===== src/hw/mic_det_pkg.sv =====
// Shared constants and carriers for the mic bias and current detect control block
package mic_det_pkg;

	// Register indices; byte address is four times the index
	localparam logic [5:0] IDX_BIAS_CTRL  = 6'h06;
	localparam logic [5:0] IDX_BIAS_LEVEL = 6'h07;
	localparam logic [5:0] IDX_IRQ_STAT   = 6'h08;
	localparam logic [5:0] IDX_IRQ_MASK   = 6'h09;
	localparam logic [5:0] IDX_DET_CFG    = 6'h0A;

	localparam int ADDR_W = 8;

	// Bias control word layout
	localparam int BIAS_EN_BIT   = 0;
	localparam int SENSE_EN_BIT  = 1;
	localparam int HOOK_THR_LSB  = 2;
	localparam int INS_THR_LSB   = 4;
	localparam logic [15:0] BIAS_CTRL_RST  = 16'h0000;
	localparam logic [15:0] BIAS_CTRL_MASK = 16'h007F;
	localparam logic [15:0] BIAS_LEVEL_RST  = 16'h0000;
	localparam logic [15:0] BIAS_LEVEL_MASK = 16'h0007;

	// Interrupt status / mask layout, and detect config layout
	localparam int EV_INS_BIT  = 0;
	localparam int EV_HOOK_BIT = 1;
	localparam logic [1:0] EV_RST = 2'h0;
	localparam logic [15:0] DET_CFG_MASK = 16'h0003;
	localparam int CFG_INS_LIVE_BIT  = 8;
	localparam int CFG_HOOK_LIVE_BIT = 9;

	// Highest level code that is a distinct step; codes above saturate
	localparam logic [2:0] LEVEL_TOP = 3'h4;

	// Timing
	localparam int CLK_PERIOD_NS    = 5;
	localparam int SAMPLE_PERIOD_NS = 4000;
	localparam int SAMPLE_CYC = SAMPLE_PERIOD_NS / CLK_PERIOD_NS;
	localparam int HOOK_SAMPLES = 10;
	localparam int INS_SAMPLES  = 3;
	localparam int SAMPLE_CNT_W = 10;
	localparam logic [SAMPLE_CNT_W-1:0] SAMPLE_LAST = SAMPLE_CNT_W'(SAMPLE_CYC - 1);

	localparam logic [1:0] RESP_OKAY   = 2'h0;
	localparam logic [1:0] RESP_SLVERR = 2'h2;

	typedef struct packed
	{
		logic [8:0] rsvd;
		logic [2:0] ins_thr;
		logic [1:0] hook_thr;
		logic       sense_en;
		logic       bias_en;
	} bias_ctrl_s;

	// Synchronised pin group: clocking ok, hook comparator, insertion comparator
	typedef struct packed
	{
		logic clk_ok;
		logic hook;
		logic ins;
	} det_pins_s;

endpackage : mic_det_pkg


===== src/hw/mic_bias_current_detect_ctrl.sv =====
// Mic bias control and current detect registers with AXI4-Lite slave and interrupt
//
// How it works
// - The bias output is on only while bias enable, bit 0 of index 0x06, is set; reset 0.
// - Level bits 2:0 of index 0x07 decode to five ratios, codes 4 to 7 giving the top one.
// - Sensing for both thresholds runs only while bit 1 of index 0x06 is set; reset 0.
// - The insertion threshold is bits 6:4 of index 0x06, reset 000, ascending codes.
// - The hook threshold is a 2-bit field at bits 3:2 of index 0x06, reset 00, ascending codes.
// - While sensing, each filtered status change in the direction its polarity bit selects raises that path's own interrupt event.
// - Current above the insertion threshold means inserted, above the hook one pressed.
// - Both filtered statuses are offered as outputs for routing to a general-purpose pin.
// - Both paths are filtered so short current spikes give no false indication.
// - A hook change is signalled only after ten consecutive agreeing samples.
// - Polarity 0 flags the insertion event on insertion, polarity 1 on removal.
// - A change that happens while detector clocking is absent is reported once it returns.
module mic_bias_current_detect_ctrl
	import mic_det_pkg::*;
(
	input  wire logic              clk_sys,
	input  wire logic              rst,
	input  wire logic [ADDR_W-1:0] s_axi_awaddr,
	input  wire logic              s_axi_awvalid,
	output logic                   s_axi_awready,
	input  wire logic [31:0]       s_axi_wdata,
	input  wire logic [3:0]        s_axi_wstrb,
	input  wire logic              s_axi_wvalid,
	output logic                   s_axi_wready,
	output logic [1:0]             s_axi_bresp,
	output logic                   s_axi_bvalid,
	input  wire logic              s_axi_bready,
	input  wire logic [ADDR_W-1:0] s_axi_araddr,
	input  wire logic              s_axi_arvalid,
	output logic                   s_axi_arready,
	output logic [31:0]            s_axi_rdata,
	output logic [1:0]             s_axi_rresp,
	output logic                   s_axi_rvalid,
	input  wire logic              s_axi_rready,
	input  wire logic              ins_cmp_in,
	input  wire logic              hook_cmp_in,
	input  wire logic              det_clk_ok_in,
	output logic                   bias_output,
	output logic [2:0]             bias_ratio_sel,
	output logic                   current_sense_enable,
	output logic [2:0]             insertion_current_threshold,
	output logic [1:0]             hook_current_threshold,
	output logic                   gpio_ins_status,
	output logic                   gpio_hook_status,
	output logic                   irq
);

	function automatic logic [15:0] merge16(input logic [15:0] old, input logic [31:0] wd,
	                                        input logic [3:0] strb, input logic [15:0] msk);
		logic [15:0] r;
		r = old;
		if (strb[0])
			r[7:0] = wd[7:0];
		if (strb[1])
			r[15:8] = wd[15:8];
		return r & msk;
	endfunction : merge16

	function automatic logic [5:0] reg_index(input logic [ADDR_W-1:0] a);
		return a[ADDR_W-1:2];
	endfunction : reg_index

	function automatic logic is_mapped(input logic [5:0] i);
		return i == IDX_BIAS_CTRL || i == IDX_BIAS_LEVEL || i == IDX_IRQ_STAT
		    || i == IDX_IRQ_MASK || i == IDX_DET_CFG;
	endfunction : is_mapped

	// Pin synchronisers
	det_pins_s                   pin_s1_ff;
	det_pins_s                   pin_s2_ff;
	det_pins_s                   pin_s3_ff;
	det_pins_s                   pin_ff;
	det_pins_s                   nxt_pin;
	det_pins_s                   raw_pins;

	bias_ctrl_s                  ctrl_ff;
	logic [15:0]                 level_ff;
	logic [1:0]                  stat_ff;
	logic [1:0]                  mask_ff;
	logic [1:0]                  pol_ff;
	logic [2:0]                  ratio_ff;
	logic                        irq_ff;
	logic [SAMPLE_CNT_W-1:0]     tick_cnt_ff;
	logic                        tick_ff;

	logic                        aw_hold_ff;
	logic                        w_hold_ff;
	logic [ADDR_W-1:0]           awaddr_ff;
	logic [31:0]                 wdata_ff;
	logic [3:0]                  wstrb_ff;
	logic                        bvalid_ff;
	logic [1:0]                  bresp_ff;
	logic                        rvalid_ff;
	logic [31:0]                 rdata_ff;
	logic [1:0]                  rresp_ff;

	logic                        ins_state;
	logic                        ins_changed;
	logic                        hook_state;
	logic                        hook_changed;

	assign raw_pins = '{clk_ok: det_clk_ok_in, hook: hook_cmp_in, ins: ins_cmp_in};

	// Only bits where the second and third stages agree are taken
	assign nxt_pin = (pin_s2_ff & ~(pin_s2_ff ^ pin_s3_ff)) | (pin_ff & (pin_s2_ff ^ pin_s3_ff));

	always_ff @(posedge clk_sys)
	begin
		if (rst)
		begin
			pin_s1_ff <= '0;
			pin_s2_ff <= '0;
			pin_s3_ff <= '0;
			pin_ff    <= '0;
		end
		else
		begin
			pin_s1_ff <= raw_pins;
			pin_s2_ff <= pin_s1_ff;
			pin_s3_ff <= pin_s2_ff;
			pin_ff    <= nxt_pin;
		end
	end

	// Measurement ticks stop while clocking is absent, freezing the filters so that a
	// change made meanwhile is still seen once ticks resume
	wire sense_on = ctrl_ff.sense_en;
	wire tick_run = sense_on && pin_ff.clk_ok;
	wire [SAMPLE_CNT_W-1:0] nxt_tick_cnt = !tick_run ? '0
	                                    : (tick_cnt_ff == SAMPLE_LAST) ? '0 : tick_cnt_ff + 1'b1;
	wire nxt_tick = tick_run && (tick_cnt_ff == SAMPLE_LAST);

	always_ff @(posedge clk_sys)
	begin
		if (rst)
		begin
			tick_cnt_ff <= '0;
			tick_ff     <= 1'b0;
		end
		else
		begin
			tick_cnt_ff <= nxt_tick_cnt;
			tick_ff     <= nxt_tick;
		end
	end

	// Comparator high means current above the threshold
	mic_cur_filter #(.SAMPLES(INS_SAMPLES)) u_ins_filter
	(
		.clk_sys    (clk_sys),
		.rst        (rst),
		.enable     (sense_on),
		.sample     (tick_ff),
		.level_in   (pin_ff.ins),
		.state_ff   (ins_state),
		.changed_ff (ins_changed)
	);

	// Hook path flips only after ten agreeing samples in a row
	mic_cur_filter #(.SAMPLES(HOOK_SAMPLES)) u_hook_filter
	(
		.clk_sys    (clk_sys),
		.rst        (rst),
		.enable     (sense_on),
		.sample     (tick_ff),
		.level_in   (pin_ff.hook),
		.state_ff   (hook_state),
		.changed_ff (hook_changed)
	);

	// Polarity picks the edge of each filtered state that raises its event
	wire ins_event  = ins_changed && (ins_state != pol_ff[EV_INS_BIT]);
	wire hook_event = hook_changed && (hook_state != pol_ff[EV_HOOK_BIT]);
	wire [1:0] hw_set;
	assign hw_set[EV_INS_BIT]  = ins_event;
	assign hw_set[EV_HOOK_BIT] = hook_event;

	// AXI4-Lite write side: address and data taken in either order
	assign s_axi_awready = !aw_hold_ff && !bvalid_ff;
	assign s_axi_wready  = !w_hold_ff && !bvalid_ff;
	wire aw_take  = s_axi_awvalid && s_axi_awready;
	wire w_take   = s_axi_wvalid && s_axi_wready;
	wire do_write = aw_hold_ff && w_hold_ff && !bvalid_ff;
	wire [5:0] wr_idx = reg_index(awaddr_ff);
	wire wr_ctrl  = do_write && wr_idx == IDX_BIAS_CTRL;
	wire wr_level = do_write && wr_idx == IDX_BIAS_LEVEL;
	wire wr_stat  = do_write && wr_idx == IDX_IRQ_STAT;
	wire wr_mask  = do_write && wr_idx == IDX_IRQ_MASK;
	wire wr_cfg   = do_write && wr_idx == IDX_DET_CFG;
	wire [1:0] w1c = wr_stat && wstrb_ff[0] ? wdata_ff[1:0] : 2'h0;

	always_ff @(posedge clk_sys)
	begin
		if (rst)
		begin
			aw_hold_ff <= 1'b0;
			w_hold_ff  <= 1'b0;
			awaddr_ff  <= '0;
			wdata_ff   <= '0;
			wstrb_ff   <= '0;
			bvalid_ff  <= 1'b0;
			bresp_ff   <= RESP_OKAY;
		end
		else
		begin
			if (aw_take)
			begin
				aw_hold_ff <= 1'b1;
				awaddr_ff  <= s_axi_awaddr;
			end
			if (w_take)
			begin
				w_hold_ff <= 1'b1;
				wdata_ff  <= s_axi_wdata;
				wstrb_ff  <= s_axi_wstrb;
			end
			if (do_write)
			begin
				aw_hold_ff <= 1'b0;
				w_hold_ff  <= 1'b0;
				bvalid_ff  <= 1'b1;
				bresp_ff   <= is_mapped(wr_idx) ? RESP_OKAY : RESP_SLVERR;
			end
			else if (s_axi_bready)
				bvalid_ff <= 1'b0;
		end
	end

	assign s_axi_bvalid = bvalid_ff;
	assign s_axi_bresp  = bresp_ff;

	// Register file; hardware set wins over a simultaneous write-one clear
	wire [15:0] nxt_ctrl  = wr_ctrl ? merge16(ctrl_ff, wdata_ff, wstrb_ff, BIAS_CTRL_MASK)
	                      : ctrl_ff;
	wire [15:0] nxt_level = wr_level ? merge16(level_ff, wdata_ff, wstrb_ff, BIAS_LEVEL_MASK)
	                      : level_ff;
	wire [15:0] mask_wr   = merge16({14'h0, mask_ff}, wdata_ff, wstrb_ff, DET_CFG_MASK);
	wire [15:0] cfg_wr    = merge16({14'h0, pol_ff}, wdata_ff, wstrb_ff, DET_CFG_MASK);
	wire [1:0]  nxt_stat  = (stat_ff & ~w1c) | hw_set;
	wire        nxt_irq   = |(nxt_stat & mask_ff);

	// Level codes above the top step saturate to it
	wire [2:0] nxt_ratio = (level_ff[2:0] > LEVEL_TOP) ? LEVEL_TOP : level_ff[2:0];

	always_ff @(posedge clk_sys)
	begin
		if (rst)
		begin
			ctrl_ff  <= BIAS_CTRL_RST;
			level_ff <= BIAS_LEVEL_RST;
			stat_ff  <= EV_RST;
			mask_ff  <= EV_RST;
			pol_ff   <= EV_RST;
			ratio_ff <= 3'h0;
			irq_ff   <= 1'b0;
		end
		else
		begin
			ctrl_ff  <= nxt_ctrl;
			level_ff <= nxt_level;
			stat_ff  <= nxt_stat;
			mask_ff  <= wr_mask ? mask_wr[1:0] : mask_ff;
			pol_ff   <= wr_cfg ? cfg_wr[1:0] : pol_ff;
			ratio_ff <= nxt_ratio;
			irq_ff   <= nxt_irq;
		end
	end

	// AXI4-Lite read side, one cycle from address to data
	assign s_axi_arready = !rvalid_ff;
	wire ar_take = s_axi_arvalid && s_axi_arready;
	wire [5:0] rd_idx = reg_index(s_axi_araddr);
	wire [15:0] cfg_rd = {6'h0, hook_state, ins_state, 6'h0, pol_ff};
	wire [15:0] rd_word = rd_idx == IDX_BIAS_CTRL  ? ctrl_ff
	                    : rd_idx == IDX_BIAS_LEVEL ? level_ff
	                    : rd_idx == IDX_IRQ_STAT   ? {14'h0, stat_ff}
	                    : rd_idx == IDX_IRQ_MASK   ? {14'h0, mask_ff}
	                    : rd_idx == IDX_DET_CFG    ? cfg_rd : 16'h0000;

	always_ff @(posedge clk_sys)
	begin
		if (rst)
		begin
			rvalid_ff <= 1'b0;
			rdata_ff  <= '0;
			rresp_ff  <= RESP_OKAY;
		end
		else if (ar_take)
		begin
			rvalid_ff <= 1'b1;
			rdata_ff  <= {16'h0000, rd_word};
			rresp_ff  <= is_mapped(rd_idx) ? RESP_OKAY : RESP_SLVERR;
		end
		else if (s_axi_rready)
			rvalid_ff <= 1'b0;
	end

	assign s_axi_rvalid = rvalid_ff;
	assign s_axi_rdata  = rdata_ff;
	assign s_axi_rresp  = rresp_ff;

	assign bias_output                 = ctrl_ff.bias_en;
	assign bias_ratio_sel              = ratio_ff;
	assign current_sense_enable        = ctrl_ff.sense_en;
	assign insertion_current_threshold = ctrl_ff.ins_thr;
	assign hook_current_threshold      = ctrl_ff.hook_thr;
	assign gpio_ins_status             = ins_state;
	assign gpio_hook_status            = hook_state;
	assign irq                         = irq_ff;

	a_bias_enable: assert property (@(posedge clk_sys) disable iff (rst)
		(wr_ctrl && wstrb_ff[0]) |=> bias_output == $past(wdata_ff[BIAS_EN_BIT]))
		else $error("bias output does not follow its enable write");

	a_level_saturate: assert property (@(posedge clk_sys) disable iff (rst)
		level_ff[2] |=> bias_ratio_sel == LEVEL_TOP)
		else $error("high level code did not select the top ratio");

	a_sense_off_quiet: assert property (@(posedge clk_sys) disable iff (rst)
		!current_sense_enable |=> !gpio_ins_status && !gpio_hook_status && !tick_ff)
		else $error("detect activity while sensing is disabled");

	a_ins_thr_hold: assert property (@(posedge clk_sys) disable iff (rst)
		!wr_ctrl |=> $stable(insertion_current_threshold))
		else $error("insertion threshold changed without a write");

	a_hook_thr_write: assert property (@(posedge clk_sys) disable iff (rst)
		(wr_ctrl && wstrb_ff[0]) |=> hook_current_threshold == $past(wdata_ff[3:2]))
		else $error("hook threshold does not follow its write");

	a_ins_event_flag: assert property (@(posedge clk_sys) disable iff (rst)
		(ins_changed && ins_state == !pol_ff[EV_INS_BIT]) |=> stat_ff[EV_INS_BIT])
		else $error("insertion event did not set its flag");

	a_hook_event_irq: assert property (@(posedge clk_sys) disable iff (rst)
		(hook_event && mask_ff[EV_HOOK_BIT] && !wr_mask) |=> irq)
		else $error("unmasked hook event did not raise the interrupt");

	a_ticks_need_clock: assert property (@(posedge clk_sys) disable iff (rst)
		!pin_ff.clk_ok |=> !tick_ff)
		else $error("sample tick while detector clocking is absent");

	a_sync_agree: assert property (@(posedge clk_sys) disable iff (rst)
		(pin_s2_ff.ins != pin_s3_ff.ins) |=> $stable(pin_ff.ins))
		else $error("synchronised input moved before stages agreed");

endmodule : mic_bias_current_detect_ctrl


===== src/hw/mic_cur_filter.sv =====
// Sample-count filter for one current detect comparator path
module mic_cur_filter
	import mic_det_pkg::*;
#(
	parameter int SAMPLES = 10
)
(
	input  wire logic clk_sys,
	input  wire logic rst,
	input  wire logic enable,
	input  wire logic sample,
	input  wire logic level_in,
	output logic      state_ff,
	output logic      changed_ff
);
	localparam logic [3:0] CNT_LAST = 4'(SAMPLES - 1);

	logic [3:0] cnt_ff;
	logic [3:0] nxt_cnt;
	logic       nxt_state;
	logic       nxt_changed;
	wire        differs = level_in != state_ff;
	wire        flip    = sample && differs && (cnt_ff == CNT_LAST);

	// A spike shorter than the full run of samples restarts the count
	assign nxt_cnt     = !enable ? 4'h0 : !sample ? cnt_ff : (!differs || flip) ? 4'h0
	                   : cnt_ff + 4'h1;
	assign nxt_state   = !enable ? 1'b0 : (flip ? level_in : state_ff);
	assign nxt_changed = enable && flip;

	always_ff @(posedge clk_sys)
	begin
		if (rst)
		begin
			cnt_ff     <= 4'h0;
			state_ff   <= 1'b0;
			changed_ff <= 1'b0;
		end
		else
		begin
			cnt_ff     <= nxt_cnt;
			state_ff   <= nxt_state;
			changed_ff <= nxt_changed;
		end
	end

	a_run_length: assert property (@(posedge clk_sys) disable iff (rst)
		changed_ff |-> $past(cnt_ff) == CNT_LAST && $past(sample))
		else $error("state changed without a full run of samples");

	a_spike_rejected: assert property (@(posedge clk_sys) disable iff (rst)
		(enable && sample && !differs) |=> cnt_ff == 4'h0 && !changed_ff)
		else $error("matching sample did not restart the run");

endmodule : mic_cur_filter


===== config.mk =====
export PLATFORM = sky130hd
export DESIGN_NAME = mic_bias_current_detect_ctrl
export DESIGN_NICKNAME = d
export VERILOG_FILES = /design/src/hw/mic_det_pkg.sv /design/src/hw/mic_bias_current_detect_ctrl.sv /design/src/hw/mic_cur_filter.sv
export SDC_FILE = /design/constraint.sdc
export NUM_CORES = 1
export LEC_CHECK = 0
export ABC_AREA = 1
export CAP_MARGIN = 20
export CORE_MARGIN = 5
export CORE_UTILIZATION = 60
export DETAILED_ROUTE_END_ITERATION = 10
export DONT_BUFFER_PORTS = 1
export PLACE_DENSITY = 0.76
export REMOVE_ABC_BUFFERS = 1
export SYNTH_ARGS = -nofsm -noshare
export SYNTH_HDL_FRONTEND = slang
export SYNTH_SLANG_ARGS = --single-unit
export TNS_END_PERCENT = 50

===== constraint.sdc =====
create_clock -name clk_sys -period 1.7 [get_ports clk_sys]
set_input_delay 0.085 -clock clk_sys [delete_from_list [all_inputs] [get_ports clk_sys]]
set_output_delay 0.085 -clock clk_sys [all_outputs]
set_load 0.01 [all_outputs]

==> results.toml, run 1 <==
[global_route]
grt_pass1_wl_um = 11900
grt-ovfl-total = 0
antenna_found_initial = 0
grt_pass1_vias = 2712
grt_util_all_layers = 0.198
grt_max_degree = 35

[timing]
worst_pin_slew_ns = 0.601
slew_violations = 0
rsz0062_at_grt = "false"
max_freq_mhz = 659
finalCritPeriodShare = 0.893
period_needed_ns = 1.52
worst_clock_skew_ns = 0.00840
hold_violations = 0
finalSetupViolCount = 0
slew_headroom = 0.599
finalSetupTns_ns = 0
fin_ws_ns = 0.183

[placed_design]
place_area_sq_um = 3540
dp_slack_ns = 0.273
finalWeightedCongestion = 0.788
io_buffer_count = 0
dpl.hpwl_um = 4710

[synth]
synth_edf_count = 0
ys_seq_area_frac = 0.473
yosysWarnings = 0
syn_inst = 469
synth_area_per_cell_sq_um = 7.58
ys.flop_type = "dfxtp_1"
ys_seq_elements = 84
synthDistinctLibCells = 32
netlist_area_sq_um = 3560
synth_async_sr_flop_share = 0

[worst_setup_path]
crit_path_end_kind = "register"
criticalPathCategory = "reg2reg"
cp_slowest_stage_delay_ns = 0.55
path_cells = "nor2_1 > buf_4 > nand3_1 > dlygate4sd3_1 > a21oi_1"
cp_top_family = "buffers and inverters"
arrival_ns = 1.79
critical-path-slowest-cell = "dlygate4sd3_1"
crit_buf_inv = 2
start_kind = "register"
crit_path_max_fanout = 4
worstPathRequired_ns = 1.98

[floorplan]
ios = 116
die_w_um = 87.0
dieHeight_um = 87.0
fp-row-count = 28
initial_utilization = 0.608
die-area_sq_um = 7570
core_area_sq_um = 5850

[cells_and_area]
fin_area_sq_um = 3990
layout-drive-gt1-share = 0.0635
syn_to_final_growth_pct = 12.3
mostFrequentLayoutCell = "nor2_1"
insertedDiodeCount = 0
mostFrequentLayoutCells = "nor2_1 (98), dfxtp_1 (84), nand2_1 (58)"
num-nets-final = 566

[clock_tree]
cts_post_setup_buffers_inserted = 0
clock-root-buffer = "clkbuf_8"
cts_htree_levels = 3
cts_tree = "yes"
clkSinkCount = 84
clk_latency_ns = 0.35
path_clk_slew_ns = 0.08
cts_made_buffers = 9
clockBufferDepth = 2

[routing]
viasPerCell = 4.99
ant_nets = 0
dr_wl_met3_um = 566
first_pass_iters = 4
drt-initial-drc-count = 160
finalWirelength_um = 6990
wl_met2_um = 3260
maxUsedRoutingLayer = "met4"
drt-met1-wl_um = 3070
wl_per_cell_um = 12.1
drc = 0
num_vias = 2891

[power]
ir_drop_mv = 0.724
power.density_nw_per_um2 = 949
leakagePower_nw = 1.61

[flow_run]
maxCapViolations = 0

[outcome]
status = "complete, no violations"

[hold_path]
hold_class = "in2reg"
synthesized netlist by cell type (5+ instances only):
cell type,number,area share
a21oi_1,30,0.042
buf_2,5,0.0070
buf_4,25,0.053
dfxtp_1,84,0.47
ha_1,5,0.018
inv_1,46,0.049
nand2_1,58,0.061
nand3_1,28,0.039
nand4_1,7,0.012
nor2_1,98,0.10
nor3_1,9,0.013
o21ai_0,41,0.058
xor2_1,6,0.015
timing repair:
| action | in CTS | in global routing |
|---|---|---|
| hold endpoints to repair | 42 | 0 |
| endpoints found under the setup margin | 0 | 20 |
| gates resized for setup | 0 | 1 |
| hold buffers | 25 | 0 |
sequential cells by signal, indices dropped and copies added, names as in the netlist, 2 cells and up, named ones only:
register	count
s_axi_rdata	9
hook_current_threshold	2
pin_s1_ff	3
awaddr_ff	6
wdata_ff	7
stat_ff	2
mask_ff	2
u_ins_filter.cnt_ff	4
bias_ratio_sel	3
tick_cnt_ff	10
pin_s3_ff	3
pin_s2_ff	3
u_hook_filter.cnt_ff	4
insertion_current_threshold	3
pol_ff	2
level_ff	3
report_power, final:
part	total (mW)	switching (mW)	leakage [nW]	internal (mW)
combinational	0.284	0.182	0.827	0.102
sequential	2.08	0.0526	0.684	2.03
clock	1.42	0.669	0.102	0.755
total	3.79	0.903	1.61	2.89
layout make-up:
type | instances | area [sq um]
fillers | 477 | 1860
clock buffers | 12 | 155
flip-flops and latches | 84 | 1680
clock inverters | 4 | 47.5
inverters | 51 | 196
well taps | 75 | 93.8
multi-input cells | 325 | 1540
repair buffers | 28 | 275
final timing paths:
path,startpoint,to,slack (ns),cells past startpoint
worst max register to register,s_axi_bvalid,awaddr_ff[7],0.18,5
worst min register to register,pin_s1_ff[1],pin_s2_ff[1],0.41,2
worst min-delay path,s_axi_araddr[2],s_axi_rdata[1],0.02,4
worst max-delay path,s_axi_bvalid,awaddr_ff[7],0.18,5
logic make-up after synthesis:
| family | share of synthesized area |
|---|---|
| compound gates | 0.110 |
| flops | 0.473 |
| xor+xnor | 0.0172 |
| buf+inv | 0.118 |
| simple gates | 0.263 |
| other cells | 0.00105 |
| fa+ha+maj | 0.0176 |
worst register-to-register path, cell delays in order, from the launching register on:
cell and delay (ns):
dfxtp_1 0.38, nor2_1 0.17, buf_4 0.16, nand3_1 0.06
dlygate4sd3_1 0.55, a21oi_1 0.14
layer usage:
| layer | global-route usage | vias up |
|---|---|---|
| met1 | 0.234 | 1280 |
| met3 | 0.0691 | 11 |
| met5 | 0 | - |
| met4 | 0.0567 | 0 |
| li1 | - | 1515 |
| met2 | 0.338 | 85 |
stage by stage:
step | total power, mW | utilization | cells | hold WS, ns
floorplan | 2.30 | - | 460 | 0.154
global placement | 2.34 | 0.605 | 538 | 0.157
detailed placement | 2.35 | 0.605 | 538 | 0.160
CTS | 3.81 | 0.682 | 579 | 0.0157
global route | 3.96 | 0.683 | 579 | 0.0450
finish | 3.79 | 0.683 | 579 | 0.0224
(Power assumes the default switching activity.)
==> inputs of run 2 (changes only) <==
==> constraint.sdc (replaced) <==
create_clock -name clk_sys -period 1.85 [get_ports clk_sys]
set_input_delay 0.0925 -clock clk_sys [delete_from_list [all_inputs] [get_ports clk_sys]]
set_output_delay 0.0925 -clock clk_sys [all_outputs]
set_load 0.01 [all_outputs]
==> results.toml, run 2 (synthesized netlist as in run 1, its figures left out) <==
[worst_setup_path]
worstPathRequired_ns = 2.12
cp_slowest_stage_delay_ns = 0.58
path_cells = "nor2_1 > nand3_1 > dlygate4sd3_1 > a21oi_1"
start_kind = "register"
arrival_ns = 1.87
cp-startpoint = "s_axi_bvalid"
reg2reg_from = "s_axi_bvalid"
critical-path-slowest-cell = "dlygate4sd3_1"
crit_path_end_kind = "register"
criticalPathCategory = "reg2reg"
crit_path_max_fanout = 4

[floorplan]
initial_utilization = 0.608
fp-row-count = 28
die-area_sq_um = 7570
core_area_sq_um = 5850
die_w_um = 87.0
ios = 116
dieHeight_um = 87.0

[global_route]
grt_pass1_vias = 2622
grt_util_all_layers = 0.188
grt_pass1_wl_um = 11400
grt_max_degree = 35
grt-ovfl-total = 0
antenna_found_initial = 0

[placed_design]
io_buffer_count = 0
dpl.hpwl_um = 4760
place_area_sq_um = 3530
finalWeightedCongestion = 0.784

[routing]
finalWirelength_um = 6620
drc = 0
drt-initial-drc-count = 170
first_pass_iters = 4
num_vias = 2852
viasPerCell = 4.99
wl_per_cell_um = 11.6
ant_nets = 0

[clock_tree]
cts_htree_levels = 3
clkSinkCount = 84
clk_latency_ns = 0.34
clockBufferDepth = 2
clock-root-buffer = "clkbuf_8"
cts_tree = "yes"
path_clk_slew_ns = 0.08
cts_made_buffers = 9
cts_post_setup_buffers_inserted = 0

[timing]
period_needed_ns = 1.60
finalCritPeriodShare = 0.867
finalSetupTns_ns = 0
worst_clock_skew_ns = 0.00773
finalSetupViolCount = 0
rsz0062_at_grt = "false"
slew_headroom = 0.521
worst_pin_slew_ns = 0.719
hold_violations = 0
slew_violations = 0
max_freq_mhz = 624

[cells_and_area]
nFillCells = 527
mostFrequentLayoutCell = "nor2_1"
largest_reg_flops = 10
regMostFlops = "tick_cnt_ff"
syn_to_final_growth_pct = 10.3
num-nets-final = 561
register_area_sq_um = 1680
layout-drive-gt1-share = 0.0585
mostFrequentLayoutCells = "nor2_1 (98), dfxtp_1 (84), nand2_1 (58)"
multiInputGateArea_sq_um = 1540
insertedDiodeCount = 0
fin_area_sq_um = 3920

[outcome]
status = "complete, no violations"

[hold_path]
hold_class = "in2reg"
worst_hold_startpoint = "s_axi_araddr[2]"

[flow_run]
maxCapViolations = 0

[power]
leakagePower_nw = 1.57
power.density_nw_per_um2 = 862
ir_drop_mv = 0.595
## run 2: cell count changes in the layout (fill, tap and decap cells not counted), sizes merged
cell / previous run / this run
clkinvlp: 1 / 0
clkbuf: 12 / 10
buf: 3 / 2
dlygate4sd3: 24 / 20
## run 2: power breakdown
group | switching, mW | internal, mW
combinational | 0.162 | 0.0862
sequential | 0.0473 | 1.86
clock | 0.587 | 0.634
total | 0.797 | 2.58
## run 2: metrics by stage
step	power, mW	hold WS, ns	worst slack, ns	instances	utilization
floorplan	2.11	0.162	0.648	460	-
global placement	2.15	0.167	0.465	537	0.604
detailed placement	2.16	0.168	0.445	537	0.604
CTS	3.41	0.00915	0.00511	571	0.670
global route	3.53	0.0553	0.138	571	0.670
finish	3.38	0.0105	0.246	571	0.670
## run 2: final timing paths
| kind | endpoint | slack (ns) | cells after the start |
|---|---|---|---|
| setup / recovery | awaddr_ff[7] | 0.25 | 4 |
| hold / removal | s_axi_rdata[2] | 0.01 | 4 |
| hold reg to reg | pin_s2_ff[2] | 0.40 | 2 |
| setup reg to reg | awaddr_ff[7] | 0.25 | 4 |
## run 2: cell type report
| class | count | share of cell area |
|---|---|---|
| Inverter | 51 | 0.0501 |
| Tap cell | 75 | 0.0239 |
| Sequential cell | 84 | 0.429 |
| Clock buffer | 10 | 0.0351 |
| Multi-Input combinational cell | 325 | 0.394 |
| Timing Repair Buffer | 23 | 0.0581 |
| Clock inverter | 3 | 0.0102 |
## run 2: critical path: cells and delay by family (launching register included)
| family | cells | cell delay (ns) |
|---|---|---|
| flip-flops | 1 | 0.38 |
| AO/OA/AOI/OAI | 1 | 0.13 |
| buffers and inverters | 1 | 0.58 |
| AND/OR/NAND/NOR | 2 | 0.44 |
## run 2: metal layers
metal / up-vias / track usage / wire [um]
met5: - / 0 / 0
met3: 11 / 0.0397 / 524
met2: 81 / 0.323 / 3080
li1: 1503 / - / -
met4: 0 / 0.0892 / 144
met1: 1257 / 0.223 / 2870
## run 2: what timing repair did
item,CTS,global route
resized for setup,0,1
hold endpoints to repair,36,0
endpoints found under the setup margin,0,23
hold buffers,21,0
==> inputs of run 3 (changes only) <==
--- a/config.mk
+++ b/config.mk
@@ -9,11 +9,13 @@
 export CAP_MARGIN = 20
 export CORE_MARGIN = 5
 export CORE_UTILIZATION = 60
+export CTS_BUF_LIST = sky130_fd_sc_hd__clkbuf_16
 export DETAILED_ROUTE_END_ITERATION = 10
 export DONT_BUFFER_PORTS = 1
 export PLACE_DENSITY = 0.76
 export REMOVE_ABC_BUFFERS = 1
 export SYNTH_ARGS = -nofsm -noshare
 export SYNTH_HDL_FRONTEND = slang
+export SYNTH_HIERARCHICAL = 1
 export SYNTH_SLANG_ARGS = --single-unit
 export TNS_END_PERCENT = 50
==> results.toml, run 3 <==
[power]
power.density_nw_per_um2 = 932
seqPwrFrac = 0.495
fin_total_pwr_mw = 3.87
pwr-share-clk = 0.441
power_frac_comb = 0.065
internal_power_mw = 2.97
ir_drop_mv = 0.655
switching_share = 0.231
power_switching_mw = 0.893
leakagePower_nw = 1.73

[timing]
max_freq_mhz = 657
finalSetupViolCount = 0
hold_violations = 0
worst_clock_skew_ns = 0.00730
rsz0062_at_grt = "false"
period_needed_ns = 1.52
slew_violations = 0
worst_pin_slew_ns = 0.819
finalSetupTns_ns = 0
finalCritPeriodShare = 0.823
slew_headroom = 0.452
fin_ws_ns = 0.328

[outcome]
status = "complete, no violations"

[synth]
netlist_area_sq_um = 3710
synthDistinctLibCells = 35
syn_inst = 490
synth_common_cells = "nor2_1 (97), dfxtp_1 (84), nand2_1 (73), inv_1 (51), o21ai_0 (42)"
synth_area_per_cell_sq_um = 7.57
ys_seq_area_frac = 0.454
synth_async_sr_flop_share = 0
synth_area_leader_cell = "dfxtp_1"
yosysWarnings = 6
yosys-top-cells-area = "dfxtp_1 (45%), nor2_1 (9.8%), nand2_1 (7.4%), o21ai_0 (5.7%), buf_4 (5.5%)"
yosysMostFrequentCell = "nor2_1"
synth_edf_count = 0
ys_seq_elements = 84
ys.flop_type = "dfxtp_1"
synth_top_cell_area_share = 0.454

[routing]
first_pass_iters = 4
wl_per_cell_um = 12.6
drt-initial-drc-count = 156
drt-met1-wl_um = 3210
num_vias = 2936
dr_wl_met3_um = 590
viasPerCell = 4.96
drc = 0
finalWirelength_um = 7430
ant_nets = 0
wl_met2_um = 3480
maxUsedRoutingLayer = "met4"

[clock_tree]
clk_latency_ns = 0.33
cts_tree = "yes"
clockBufferDepth = 2
path_clk_slew_ns = 0.06
cts_htree_levels = 3
cts_made_buffers = 9
clkSinkCount = 84
clock-root-buffer = "clkbuf_16"

[global_route]
grt-ovfl-total = 0
antenna_found_initial = 0
grt_util_all_layers = 0.204
grt_pass1_wl_um = 12400
grt_max_degree = 40
grt_pass1_vias = 2790

[worst_setup_path]
worstPathRequired_ns = 2.11
criticalPathCategory = "reg2reg"
reg2reg_from = "s_axi_rvalid"
reg2reg_slack_ns = 0.33
start_kind = "register"
arrival_ns = 1.78
crit_path_end_kind = "register"
crit_path_max_fanout = 14
r2r_cells = 7
worst_r2r_endpoint = "s_axi_rdata[0]"

[cells_and_area]
nFillCells = 486
syn_to_final_growth_pct = 12.0
insertedDiodeCount = 0
largest_reg_flops = 10
num-nets-final = 579
layout-drive-gt1-share = 0.0870
mostFrequentLayoutCell = "nor2_1"
mostFrequentLayoutCells = "nor2_1 (97), dfxtp_1 (84), nand2_1 (73)"
regMostFlops = "tick_cnt_ff"
postLayoutCoreUtil = 0.697
fin_area_sq_um = 4150

[placed_design]
finalWeightedCongestion = 0.794
dp_slack_ns = 0.339
place_area_sq_um = 3670
dpl.hpwl_um = 5000
io_buffer_count = 0

[floorplan]
die-area_sq_um = 7850
dieHeight_um = 88.6
ios = 116
core_area_sq_um = 5960
die_w_um = 88.6
initial_utilization = 0.622
fp-row-count = 28

[hold_path]
worst_hold_startpoint = "s_axi_awaddr[2]"
hold_class = "in2reg"
holdPathEnd = "awaddr_ff[2]"
min_path_cells = 2

[flow_run]
maxCapViolations = 0
## run 3: changes by cell type in the layout (fill, tap and decap cells not counted), moves of 3 or more
| cell | previous run | this run |
|---|---|---|
| inv_1 | 46 | 52 |
| nor2_2 | 3 | 13 |
| nand3_1 | 28 | 20 |
| nand2_2 | 0 | 3 |
| a21oi_1 | 30 | 26 |
| clkbuf_8 | 10 | 0 |
| nand2_1 | 58 | 73 |
| nor3_1 | 9 | 2 |
| clkbuf_16 | 0 | 9 |
## run 3: layout make-up
class | count | area (sq um) | share of cell area
sequential | 84 | 1680 | 0.405
multi-input combinational | 342 | 1680 | 0.404
clock buffer | 9 | 225 | 0.0542
timing repair buffer | 21 | 208 | 0.0500
inverter | 54 | 205 | 0.0494
tap | 75 | 93.8 | 0.0226
clock inverter | 7 | 58.8 | 0.0142
## run 3: how the worst max path moves through the flow
| stage | from | to | slack [ns] |
|---|---|---|---|
| 6_report | s_axi_rvalid | s_axi_rdata[0] | 0.33 |
| 5_1_grt | s_axi_rvalid | s_axi_rdata[0] | 0.18 |
| 4_1_cts | s_axi_rvalid | s_axi_rdata[0] | 0.31 |
| 3_5_place_dp | s_axi_rvalid | s_axi_rdata[0] | 0.34 |
| 3_3_place_gp | s_axi_rvalid | s_axi_rdata[0] | 0.38 |
| 2_1_floorplan | s_axi_rvalid | s_axi_rdata[0] | 0.58 |
## run 3: repair_timing
item                                   in CTS  in global routing
setup endpoints to repair                   0                  0
endpoints found under the hold margin      36                  0
hold buffers                               20                  0
buffers inserted                            0                  0
gates resized for setup                     0                  0
## run 3: worst max-delay path, cell delays in order, from the launching register on
cell and delay, ns:
dfxtp_1 0.34, inv_1 0.14, nand2_1 0.19, inv_1 0.33, o21ai_0 0.15, nor2_1 0.13
nand2_1 0.06, a21oi_1 0.11
## run 3: power groups by stage
| stage | clock network, mW | logic [mW] | registers, mW |
|---|---|---|---|
| after floorplan | 0 | 0.172 | 1.94 |
| after global placement | 0 | 0.197 | 1.95 |
| after detailed placement | 0 | 0.205 | 1.95 |
| after CTS | 1.73 | 0.246 | 1.91 |
| after global routing | 1.82 | 0.285 | 1.92 |
| final | 1.71 | 0.250 | 1.91 |
## run 3: per-stage QoR
step | hold slack (ns) | std cells
floorplan | 0.162 | 480
global placement | 0.165 | 556
detailed placement | 0.167 | 556
CTS | 0.00879 | 592
global route | 0.0320 | 592
finish | 0.00494 | 592
## run 3: logic make-up after synthesis
group                      after synthesis  share of synthesized area
other                                    1                    0.00101
buffers and inverters                   88                      0.118
adders and majority gates                5                     0.0169
xor gates and xnor gates                 6                     0.0142
DFF                                     84                      0.454
and+or+nand+nor                        231                      0.291
AOI/OAI and AO/OA                       75                      0.106
## run 3: routing by layer
| layer | vias up | global-route usage |
|---|---|---|
| li1 | 1544 | - |
| met1 | 1293 | 0.239 |
| met5 | - | 0 |
| met4 | 0 | 0.0948 |
| met2 | 84 | 0.349 |
| met3 | 15 | 0.0540 |
